==> src/hw/timer_ctl_pkg.sv <==
// Behaviour
// Reset clears mode and capture/compare control registers of both timers.
// Mode register takes single-bit writes as well as whole-byte writes.
// Counter runs when mode bits 3..2 are nonzero; 00 stops it.
// Mode 00x stops and zeroes counter; output unchanged, no interrupts.
// Mode 10 clears and restarts counter on first input valid edge.
// Mode 11 clears on first compare match; mode 01 free-runs.
// Output bit 1 clear: output toggles only on compare matches.
// Output bit 1 set: first input valid edge also toggles output.
// Mode bit 0 is the overflow flag, one after overflow.
// Clear-on-match with compare FFFF sets overflow on FFFF to 0000 wrap.
// Software stops timer before writing mode bits other than overflow.
// Software writes zeros to mode bits 4 to 7.
// Capcmp bit 2 makes second register compare (0) or capture (1).
// Capcmp bit 1: 0 capture on second input, 1 opposite first edge.
// Capcmp bit 0 makes first register compare (0) or capture (1).
// Software stops timer before capcmp writes; writes zero to bits 3-7.
// Software never makes first register capture in clear-on-match mode.
// With both-edge selection on first input, its capture into first is off.
// Input filter accepts only pulses longer than two count clocks.
// Counter increments per count clock; matches raise per-register irq.
// First input edge select: 00 fall, 01 rise, 11 both, 10 banned.
// Overflow flag holds until software writes zero; writable while running.
package timer_ctl_pkg;
    localparam logic [31:0] TMR0_MODE_OFS = 32'hffff_f208;
    localparam logic [31:0] TMR0_CAPCMP_OFS = 32'hffff_f20a;
    localparam logic [31:0] TMR1_MODE_OFS = 32'hffff_f218;
    localparam logic [31:0] TMR1_CAPCMP_OFS = 32'hffff_f21a;
    localparam logic [31:0] TMR0_CMP0_OFS = 32'hffff_f20c;
    localparam logic [31:0] TMR0_CMP1_OFS = 32'hffff_f210;
    localparam logic [31:0] TMR0_EDGE_OFS = 32'hffff_f214;
    localparam logic [31:0] TMR0_COUNT_OFS = 32'hffff_f216;
    localparam logic [31:0] TMR_STRIDE = 32'h0000_0010;
    localparam logic [7:0] MODE_RESET = 8'h00;
    localparam logic [7:0] CAPCMP_RESET = 8'h00;
    localparam logic [7:0] MODE_WMASK = 8'h0f;
    localparam logic [7:0] CAPCMP_WMASK = 8'h07;
    localparam int MODE_HI_BIT = 3;
    localparam int MODE_LO_BIT = 2;
    localparam int OUT_EDGE_BIT = 1;
    localparam int OVF_BIT = 0;
    localparam int SECOND_CAP_BIT = 2;
    localparam int FIRST_TRIG_BIT = 1;
    localparam int FIRST_CAP_BIT = 0;
    localparam logic [1:0] EDGE_FALL = 2'h0;
    localparam logic [1:0] EDGE_RISE = 2'h1;
    localparam logic [1:0] EDGE_BOTH = 2'h3;
    localparam logic [1:0] MODE_STOP = 2'h0;
    localparam logic [1:0] MODE_FREE = 2'h1;
    localparam logic [1:0] MODE_EDGE_CLR = 2'h2;
    localparam logic [1:0] MODE_MATCH_CLR = 2'h3;
    localparam logic [15:0] COUNT_MAX = 16'hffff;
    localparam int FILTER_CLOCKS = 2;
    localparam logic [1:0] FILTER_CNT = 2'(FILTER_CLOCKS);
    typedef struct packed {
        logic first_input;
        logic second_input;
    } pins_t;
    typedef struct packed {
        logic timer_out;
        logic first_match_irq;
        logic second_match_irq;
    } outs_t;
endpackage : timer_ctl_pkg

==> src/hw/input_filter.sv <==
`timescale 1ns/100ps
module input_filter (
    input wire logic clock_i,
    input wire logic rst_n_i,
    input wire logic tick_i,
    input wire logic pin_i,
    output logic level_o
);
    logic [1:0] run_reg;
    logic [1:0] run_next;
    logic level_next;
    wire differs = pin_i != level_o;
    // Level changes after pin steady beyond two count clocks
    assign run_next = !differs ? 2'h0 :
        (tick_i ? run_reg + 2'h1 : run_reg);
    assign level_next = (differs && tick_i &&
        run_reg == timer_ctl_pkg::FILTER_CNT) ? pin_i : level_o;
    always_ff @(posedge clock_i or negedge rst_n_i) begin
        if (!rst_n_i) begin
            run_reg <= 2'h0;
            level_o <= 1'b0;
        end else begin
            run_reg <= (level_next != level_o) ? 2'h0 : run_next;
            level_o <= level_next;
        end
    end
endmodule : input_filter

==> src/hw/timer_mode_and_capture_control.sv <==
`timescale 1ns/100ps
module timer_mode_and_capture_control (
    input wire logic clock_i,
    input wire logic rst_n_i,
    input wire logic count_tick_i,
    input wire logic [31:0] addr_i,
    input wire logic [7:0] wdata_i,
    input wire logic [7:0] wmask_i,
    input wire logic wr_i,
    input wire logic rd_i,
    output logic [15:0] rdata_o,
    input wire timer_ctl_pkg::pins_t [1:0] pins_i,
    output timer_ctl_pkg::outs_t [1:0] outs_o
);
    logic [15:0] rdata_next;
    logic [15:0] rd_mux [0:1];
    logic [1:0] hit_any;

    genvar n;
    generate
        for (n = 0; n < 2; n++) begin : g_tmr
            localparam logic [31:0] BASE = timer_ctl_pkg::TMR_STRIDE *
                32'(n);
            logic [7:0] mode_ctl_reg;
            logic [7:0] mode_ctl_next;
            logic [7:0] capcmp_ctl_reg;
            logic [7:0] capcmp_ctl_next;
            logic [1:0] edge_sel_reg;
            logic [15:0] count_register;
            logic [15:0] count_next;
            logic [15:0] first_capcmp_reg;
            logic [15:0] first_next;
            logic [15:0] second_capcmp_reg;
            logic [15:0] second_next;
            logic in0_reg;
            logic in1_reg;
            logic in0_flt;
            logic in1_flt;
            logic out_reg;
            logic irq0_reg;
            logic irq1_reg;

            input_filter u_flt0 (
                .clock_i(clock_i),
                .rst_n_i(rst_n_i),
                .tick_i(count_tick_i),
                .pin_i(pins_i[n].first_input),
                .level_o(in0_flt)
            );
            input_filter u_flt1 (
                .clock_i(clock_i),
                .rst_n_i(rst_n_i),
                .tick_i(count_tick_i),
                .pin_i(pins_i[n].second_input),
                .level_o(in1_flt)
            );

            // Address decode
            wire hit_mode = addr_i == timer_ctl_pkg::TMR0_MODE_OFS + BASE;
            wire hit_cc = addr_i == timer_ctl_pkg::TMR0_CAPCMP_OFS + BASE;
            wire hit_c0 = addr_i == timer_ctl_pkg::TMR0_CMP0_OFS + BASE;
            wire hit_c1 = addr_i == timer_ctl_pkg::TMR0_CMP1_OFS + BASE;
            wire hit_es = addr_i == timer_ctl_pkg::TMR0_EDGE_OFS + BASE;
            wire hit_cnt = addr_i == timer_ctl_pkg::TMR0_COUNT_OFS + BASE;
            assign hit_any[n] = hit_mode | hit_cc | hit_c0 | hit_c1 |
                hit_es | hit_cnt;

            // Mode fields
            wire [1:0] mode_sel = {mode_ctl_reg[timer_ctl_pkg::MODE_HI_BIT],
                mode_ctl_reg[timer_ctl_pkg::MODE_LO_BIT]};
            wire running = mode_sel != timer_ctl_pkg::MODE_STOP;
            wire output_edge_trig_sel =
                mode_ctl_reg[timer_ctl_pkg::OUT_EDGE_BIT];
            wire second_reg_capture_sel =
                capcmp_ctl_reg[timer_ctl_pkg::SECOND_CAP_BIT];
            wire first_reg_trigger_sel =
                capcmp_ctl_reg[timer_ctl_pkg::FIRST_TRIG_BIT];
            wire first_reg_capture_sel =
                capcmp_ctl_reg[timer_ctl_pkg::FIRST_CAP_BIT];

            // Edge detection on filtered inputs
            wire in0_rise = in0_flt & ~in0_reg;
            wire in0_fall = ~in0_flt & in0_reg;
            wire in1_rise = in1_flt & ~in1_reg;
            wire in1_fall = ~in1_flt & in1_reg;
            wire in0_valid = (edge_sel_reg == timer_ctl_pkg::EDGE_FALL &&
                    in0_fall) ||
                (edge_sel_reg == timer_ctl_pkg::EDGE_RISE && in0_rise) ||
                (edge_sel_reg == timer_ctl_pkg::EDGE_BOTH &&
                    (in0_rise | in0_fall));
            wire in0_reverse = (edge_sel_reg == timer_ctl_pkg::EDGE_FALL &&
                    in0_rise) ||
                (edge_sel_reg == timer_ctl_pkg::EDGE_RISE && in0_fall);
            wire in1_valid = (edge_sel_reg == timer_ctl_pkg::EDGE_FALL &&
                    in1_fall) ||
                (edge_sel_reg == timer_ctl_pkg::EDGE_RISE && in1_rise) ||
                (edge_sel_reg == timer_ctl_pkg::EDGE_BOTH &&
                    (in1_rise | in1_fall));

            // Counting, compare and capture
            wire step = running && count_tick_i;
            wire match0 = step && !first_reg_capture_sel &&
                count_register == first_capcmp_reg;
            wire match1 = step && !second_reg_capture_sel &&
                count_register == second_capcmp_reg;
            wire edge_clr = running && mode_sel ==
                timer_ctl_pkg::MODE_EDGE_CLR && in0_valid;
            wire match_clr = mode_sel == timer_ctl_pkg::MODE_MATCH_CLR &&
                match0;
            wire wrap = step && !edge_clr &&
                count_register == timer_ctl_pkg::COUNT_MAX;
            wire out_trig = match0 | match1 |
                (running && output_edge_trig_sel && in0_valid);
            wire cap0 = running && first_reg_capture_sel &&
                (first_reg_trigger_sel ? in0_reverse : in1_valid);
            wire cap1 = running && second_reg_capture_sel &&
                in0_valid;
            wire wr_mode = wr_i && hit_mode;

            assign count_next = !running ? 16'h0000 :
                (edge_clr || match_clr) ? 16'h0000 :
                step ? count_register + 16'h0001 : count_register;
            // Bit-granular writes through a lane mask
            assign mode_ctl_next = wr_mode ? ((mode_ctl_reg & ~wmask_i) |
                (wdata_i & wmask_i)) & timer_ctl_pkg::MODE_WMASK :
                mode_ctl_reg;
            assign capcmp_ctl_next = (wr_i && hit_cc) ?
                ((capcmp_ctl_reg & ~wmask_i) | (wdata_i & wmask_i)) &
                timer_ctl_pkg::CAPCMP_WMASK : capcmp_ctl_reg;
            assign first_next = cap0 ? count_register :
                (wr_i && hit_c0 && !first_reg_capture_sel) ?
                {wdata_i, wdata_i} : first_capcmp_reg;
            assign second_next = cap1 ? count_register :
                (wr_i && hit_c1 && !second_reg_capture_sel) ?
                {wdata_i, wdata_i} : second_capcmp_reg;

            always_ff @(posedge clock_i or negedge rst_n_i) begin
                if (!rst_n_i) begin
                    mode_ctl_reg <= timer_ctl_pkg::MODE_RESET;
                    capcmp_ctl_reg <= timer_ctl_pkg::CAPCMP_RESET;
                    edge_sel_reg <= timer_ctl_pkg::EDGE_FALL;
                    count_register <= 16'h0000;
                    first_capcmp_reg <= 16'h0000;
                    second_capcmp_reg <= 16'h0000;
                    in0_reg <= 1'b0;
                    in1_reg <= 1'b0;
                    out_reg <= 1'b0;
                    irq0_reg <= 1'b0;
                    irq1_reg <= 1'b0;
                end else begin
                    mode_ctl_reg <= mode_ctl_next;
                    // Hardware set beats software clear
                    if (wrap) begin
                        mode_ctl_reg[timer_ctl_pkg::OVF_BIT] <= 1'b1;
                    end
                    capcmp_ctl_reg <= capcmp_ctl_next;
                    if (wr_i && hit_es) begin
                        edge_sel_reg <= wdata_i[1:0];
                    end
                    count_register <= count_next;
                    first_capcmp_reg <= first_next;
                    second_capcmp_reg <= second_next;
                    in0_reg <= in0_flt;
                    in1_reg <= in1_flt;
                    out_reg <= out_reg ^ out_trig;
                    irq0_reg <= match0 | cap0;
                    irq1_reg <= match1 | cap1;
                end
            end

            // Readback
            always_comb begin
                rd_mux[n] = 16'h0000;
                if (hit_mode) begin
                    rd_mux[n] = {8'h00, mode_ctl_reg};
                end else if (hit_cc) begin
                    rd_mux[n] = {8'h00, capcmp_ctl_reg};
                end else if (hit_c0) begin
                    rd_mux[n] = first_capcmp_reg;
                end else if (hit_c1) begin
                    rd_mux[n] = second_capcmp_reg;
                end else if (hit_es) begin
                    rd_mux[n] = {14'h0000, edge_sel_reg};
                end else if (hit_cnt) begin
                    rd_mux[n] = count_register;
                end
            end

            assign outs_o[n].timer_out = out_reg;
            assign outs_o[n].first_match_irq = irq0_reg;
            assign outs_o[n].second_match_irq = irq1_reg;
        end
    endgenerate

    // Unmapped addresses read zero
    assign rdata_next = !rd_i ? 16'h0000 :
        hit_any[0] ? rd_mux[0] : hit_any[1] ? rd_mux[1] : 16'h0000;

    always_ff @(posedge clock_i or negedge rst_n_i) begin
        if (!rst_n_i) begin
            rdata_o <= 16'h0000;
        end else begin
            rdata_o <= rdata_next;
        end
    end
endmodule : timer_mode_and_capture_control

==> config.mk <==
export PLATFORM = sky130hd
export DESIGN_NAME = timer_mode_and_capture_control
export DESIGN_NICKNAME = d
export VERILOG_FILES = /design/src/hw/timer_ctl_pkg.sv /design/src/hw/input_filter.sv /design/src/hw/timer_mode_and_capture_control.sv
export SDC_FILE = /design/constraint.sdc
export NUM_CORES = 1
export LEC_CHECK = 0
export BUFFER_PORTS_ARGS = -buffer_cell sky130_fd_sc_hd__buf_4
export CAP_MARGIN = 20
export CELL_PAD_IN_SITES_DETAIL_PLACEMENT = 0
export CELL_PAD_IN_SITES_GLOBAL_PLACEMENT = 1
export CORE_MARGIN = 2
export CORE_UTILIZATION = 47
export CTS_CLUSTER_DIAMETER = 150
export DETAILED_ROUTE_END_ITERATION = 16
export GPL_TIMING_DRIVEN = 0
export PLACE_DENSITY = 0.76
export SLEW_MARGIN = 10
export SYNTH_ARGS = -nofsm -noshare
export SYNTH_HDL_FRONTEND = slang
export SYNTH_HIERARCHICAL = 1
export SYNTH_SLANG_ARGS = --single-unit
export TNS_END_PERCENT = 20
==> constraint.sdc <==
create_clock -name clock_i -period 2.5 [get_ports clock_i]
set_clock_uncertainty 0.05 [all_clocks]
set_input_delay 0.375 -clock clock_i [delete_from_list [all_inputs] [get_ports clock_i]]
set_output_delay 0.375 -clock clock_i [all_outputs]
set_load 0.005 [all_outputs]
==> flow_results.xml <==
<?xml version="1.0" encoding="UTF-8"?>
<metrics>
  <group name="synth">
    <metric name="synth-async-reset-ratio" unit="">1.000</metric>
    <metric name="post-synth-top-count-cell" unit="">sky130_fd_sc_hd__dfrtp_1</metric>
    <metric name="count_of_distinct_cell_types_in_the_synthesized_netlist" unit="">68</metric>
    <metric name="synth-main-ff-cell" unit="">sky130_fd_sc_hd__dfrtp_1</metric>
    <metric name="netlist.area_leader.share" unit="">0.4384</metric>
    <metric name="postSynthCellCount" unit="">865</metric>
    <metric name="syn-num-nets" unit="">936</metric>
    <metric name="synth_area_leader_cell" unit="">sky130_fd_sc_hd__dfrtp_1</metric>
    <metric name="syn-cell-area" unit="um2">8677</metric>
    <metric name="postSynthAreaPerCell" unit="um2">10.03</metric>
    <metric name="synthTopCellsByArea" unit="">sky130_fd_sc_hd__dfrtp_1 (44%), sky130_fd_sc_hd__xnor2_1 (5.9%), sky130_fd_sc_hd__a221o_1 (5.8%)</metric>
    <metric name="ys_seq_elements" unit="">152</metric>
    <metric name="yosysWarnings" unit="">6</metric>
    <metric name="synth.top_cells.by_count" unit="">sky130_fd_sc_hd__dfrtp_1 (152), sky130_fd_sc_hd__nor2_1 (85), sky130_fd_sc_hd__xnor2_1 (58), sky130_fd_sc_hd__a221o_1 (50), sky130_fd_sc_hd__clkbuf_1 (49)</metric>
    <metric name="synth_edf_count" unit="">0</metric>
    <metric name="seq_area_frac_synth" unit="">0.4384</metric>
  </group>
  <group name="final_layout">
    <metric name="final_cell_count_no_fill" unit="">1198</metric>
    <metric name="number_of_filler_instances_in_the_final_layout" unit="">1632</metric>
    <metric name="post_route_cells_drive_above_1_share" unit="">0.1992</metric>
    <metric name="fin_nets" unit="">1027</metric>
    <metric name="final_util" unit="">0.5739</metric>
    <metric name="syn_to_final_growth" unit="%">19.22</metric>
    <metric name="num_antenna_cells" unit="">0</metric>
  </group>
  <group name="place">
    <metric name="place_inst" unit="">1167</metric>
    <metric name="routabilityCongestion" unit="">0.9653</metric>
    <metric name="numPortBuffers" unit="">72</metric>
    <metric name="detailedPlacementHpwl" unit="um">19800</metric>
  </group>
  <group name="critical_path">
    <metric name="r2r_start" unit="">g_tmr[0].count_register[9]</metric>
    <metric name="timing.setup.critical_path_class" unit="">input pin to register</metric>
    <metric name="timing.critical_path.to" unit="">rdata_o[4]</metric>
    <metric name="worst-r2r-setup-slack" unit="ns">0.15</metric>
    <metric name="crit_required" unit="ns">2.76</metric>
    <metric name="worstPathArrival" unit="ns">2.71</metric>
    <metric name="startpoint" unit="">addr_i[10]</metric>
    <metric name="worstRegToRegCells" unit="">7</metric>
    <metric name="rr_endpoint" unit="">g_tmr[0].count_register[9]</metric>
    <metric name="worstPathMaxFanout" unit="">10</metric>
    <metric name="setup.worst_path.start_class" unit="">input pin</metric>
    <metric name="crit_path_end_kind" unit="">register</metric>
  </group>
  <group name="clock_tree">
    <metric name="clkTransAtPathRegs" unit="ns">0.07</metric>
    <metric name="clock-root-buffer" unit="">sky130_fd_sc_hd__clkbuf_16</metric>
    <metric name="tritoncts.num_buffers" unit="">17</metric>
    <metric name="cts.htree.levels" unit="">4</metric>
    <metric name="max_root_sink_buffers" unit="">2</metric>
    <metric name="cts_sinks" unit="">152</metric>
    <metric name="clock_tree_from_tritoncts" unit="">built</metric>
    <metric name="clk_latency" unit="ns">0.43</metric>
  </group>
  <group name="route">
    <metric name="routed-via-count" unit="">7392</metric>
    <metric name="count_of_routing_violations_after_the_opening_detailed_route_iteration" unit="">647</metric>
    <metric name="wl" unit="um">27050</metric>
    <metric name="drtPass1Iterations" unit="">5</metric>
    <metric name="wl_per_cell" unit="um">22.58</metric>
    <metric name="route.detailed.drc" unit="">0</metric>
    <metric name="via_density_per_instance" unit="">6.170</metric>
    <metric name="antenna_left" unit="">0</metric>
  </group>
  <group name="power_and_ir_drop">
    <metric name="leakage" unit="nW">4.637</metric>
    <metric name="power.share.combinational" unit="">0.108</metric>
    <metric name="pwr_density_cell" unit="nW/um2">579.5</metric>
    <metric name="switchingPower" unit="mW">1.566</metric>
    <metric name="p_int" unit="mW">4.428</metric>
    <metric name="power_frac_clock" unit="">0.446</metric>
    <metric name="max-vdd-ir-drop" unit="mV">0.4886</metric>
    <metric name="power.sequential.fraction" unit="">0.447</metric>
    <metric name="power.share.switching" unit="">0.2612</metric>
  </group>
  <group name="grt">
    <metric name="grt_start_max_net_pins" unit="">109</metric>
    <metric name="grt_overflow_total" unit="">0</metric>
    <metric name="track_usage" unit="">0.2763</metric>
    <metric name="grt_antenna_before_repair" unit="">1</metric>
    <metric name="grt_pass1_vias" unit="">7378</metric>
    <metric name="first_pass_grt_wire_length" unit="um">41810</metric>
  </group>
  <group name="timing">
    <metric name="setup_viol" unit="">0</metric>
    <metric name="max_freq" unit="MHz">408.1</metric>
    <metric name="slew_viol_final" unit="">0</metric>
    <metric name="timing.final.hold_violations" unit="">0</metric>
    <metric name="final_min_period_over_clock_period" unit="">0.9801</metric>
    <metric name="tightestPinTransition" unit="ns">0.8625</metric>
    <metric name="rsz0062_at_grt" unit="">yes</metric>
    <metric name="min_period" unit="ns">2.450</metric>
    <metric name="slew-limit-headroom" unit="">0.4250</metric>
    <metric name="totalNegativeSetupSlack" unit="ns">0</metric>
  </group>
  <group name="min_path">
    <metric name="hold_path_depth" unit="">2</metric>
    <metric name="min-delay-path-class" unit="">input pin to register</metric>
  </group>
  <group name="die">
    <metric name="floorplan.io_pins" unit="">79</metric>
    <metric name="die_width" unit="um">139.9</metric>
    <metric name="num_rows" unit="">49</metric>
    <metric name="floorplan.core_area" unit="um2">18020</metric>
    <metric name="die_outline_area" unit="um2">19570</metric>
    <metric name="initial_core_utilization" unit="">0.4814</metric>
    <metric name="die_span_in_y" unit="um">139.9</metric>
  </group>
  <group name="job">
    <metric name="drv.max_cap_violation_count" unit="">0</metric>
  </group>
  <group name="run_status">
    <metric name="run_status" unit="">finished clean</metric>
  </group>
</metrics>
[placed cells by master, fill, tap and decap left out, types with 12 or more instances in the layout]
master / netlist / routed
sky130_fd_sc_hd__dfrtp_1: 152 / 152
sky130_fd_sc_hd__clkbuf_16: 0 / 17
sky130_fd_sc_hd__mux2_2: 18 / 18
sky130_fd_sc_hd__xnor2_1: 58 / 58
sky130_fd_sc_hd__nand2_1: 39 / 39
sky130_fd_sc_hd__nor4_1: 17 / 13
sky130_fd_sc_hd__and2_1: 18 / 17
sky130_fd_sc_hd__clkbuf_1: 49 / 33
sky130_fd_sc_hd__nand4_1: 31 / 31
sky130_fd_sc_hd__inv_1: 35 / 35
sky130_fd_sc_hd__a21o_1: 19 / 19
sky130_fd_sc_hd__a21oi_1: 19 / 19
sky130_fd_sc_hd__a22o_1: 17 / 17
sky130_fd_sc_hd__o21ai_0: 12 / 12
sky130_fd_sc_hd__nor2_1: 85 / 82
sky130_fd_sc_hd__ha_1: 14 / 14
sky130_fd_sc_hd__a221o_1: 50 / 50
sky130_fd_sc_hd__xor2_1: 42 / 42
sky130_fd_sc_hd__a22oi_1: 30 / 30
sky130_fd_sc_hd__nand3_1: 18 / 17
sky130_fd_sc_hd__buf_4: 6 / 84
[cell type report]
| cell class | count | area, um2 | area share |
|---|---|---|---|
| plain buffers | 64 | 306.5 | 0.02963 |
| clock buffers | 20 | 466.7 | 0.04511 |
| clock inverters | 12 | 138.9 | 0.01343 |
| inverters | 35 | 131.4 | 0.01270 |
| multi-input cells | 606 | 4581 | 0.4428 |
| flip-flops and latches | 152 | 3804 | 0.3677 |
| well taps | 229 | 286.5 | 0.02770 |
| repair buffers | 80 | 630.6 | 0.06096 |
[logic make-up (layout without fill, tap and decap cells)]
logic type                 count (synthesis)  after routing  synth area share
and+or+nand+nor                          272            272            0.1755
AOI/OAI and AO/OA                        190            190            0.1758
DFF                                      152            152            0.4384
buffers and inverters                    107            211           0.05148
xor gates and xnor gates                 100            100            0.1009
muxes                                     30             30           0.03778
adders and majority gates                 14             14           0.02019
[routing by layer]
| layer | share of wire | wire length, um | GRT usage | vias up |
|---|---|---|---|---|
| li1 | - | - | - | 3356 |
| met1 | 0.44 | 11910 | 0.3815 | 3751 |
| met2 | 0.48 | 13120 | 0.4439 | 243 |
| met3 | 0.050 | 1345 | 0.04129 | 42 |
| met4 | 0.025 | 676 | 0.1011 | 0 |
| met5 | 0 | 0 | 0 | - |
[metrics by stage]
stage | total power [mW] | hold slack (ns) | setup slack (ns) | instance area (um2)
floorplan | 3.074 | 0.02941 | 0.02315 | 8677
global placement | 3.289 | 0.4083 | -0.8242 | 9504
detailed placement | 3.363 | 0.2377 | -0.8510 | 9539
CTS | 6.021 | 0.1234 | 0.01659 | 10260
global route | 6.243 | 0.1243 | -0.008635 | 10340
finish | 5.994 | 0.1288 | 0.04973 | 10340
[how the worst min path moves through the flow]
stage,startpoint,slack [ns],to
after global placement,g_tmr[1].u_flt0/level_o,0.41,g_tmr[1].in0_reg
after CTS,pins_i[0],0.12,g_tmr[0].u_flt1/level_o
after global routing,pins_i[0],0.12,g_tmr[0].u_flt1/level_o
after detailed placement,rst_n_i,0.24,g_tmr[1].count_register[9]
final,pins_i[3],0.13,g_tmr[1].u_flt0/level_o
after floorplan,rst_n_i,0.03,asynchronous set/reset pin
[worst max-delay path, cell delays in order]
cell and delay [ns]:
sky130_fd_sc_hd__buf_4 0.11, sky130_fd_sc_hd__nand4b_4 0.18, sky130_fd_sc_hd__or4_4 0.60, sky130_fd_sc_hd__buf_2 0.24
sky130_fd_sc_hd__nor3_2 0.42, sky130_fd_sc_hd__buf_2 0.32, sky130_fd_sc_hd__nand3_1 0.12, sky130_fd_sc_hd__a31oi_1 0.34
[timing repair]
action,in CTS,in global routing
pin swaps,3,5
endpoints found under the setup margin,100,73
setup buffers,1,5
hold endpoints to repair,44,0
gates resized for setup,27,16
hold buffers,1,0
[power by group through the flow]
stage | clock, mW | sequential [mW] | combinational (mW)
after global routing | 2.80 | 2.70 | 0.745
final | 2.67 | 2.68 | 0.645
after detailed placement | 0 | 2.73 | 0.637
after floorplan | 0 | 2.70 | 0.376
after CTS | 2.69 | 2.68 | 0.650
after global placement | 0 | 2.71 | 0.577
(Power assumes the default switching activity.)
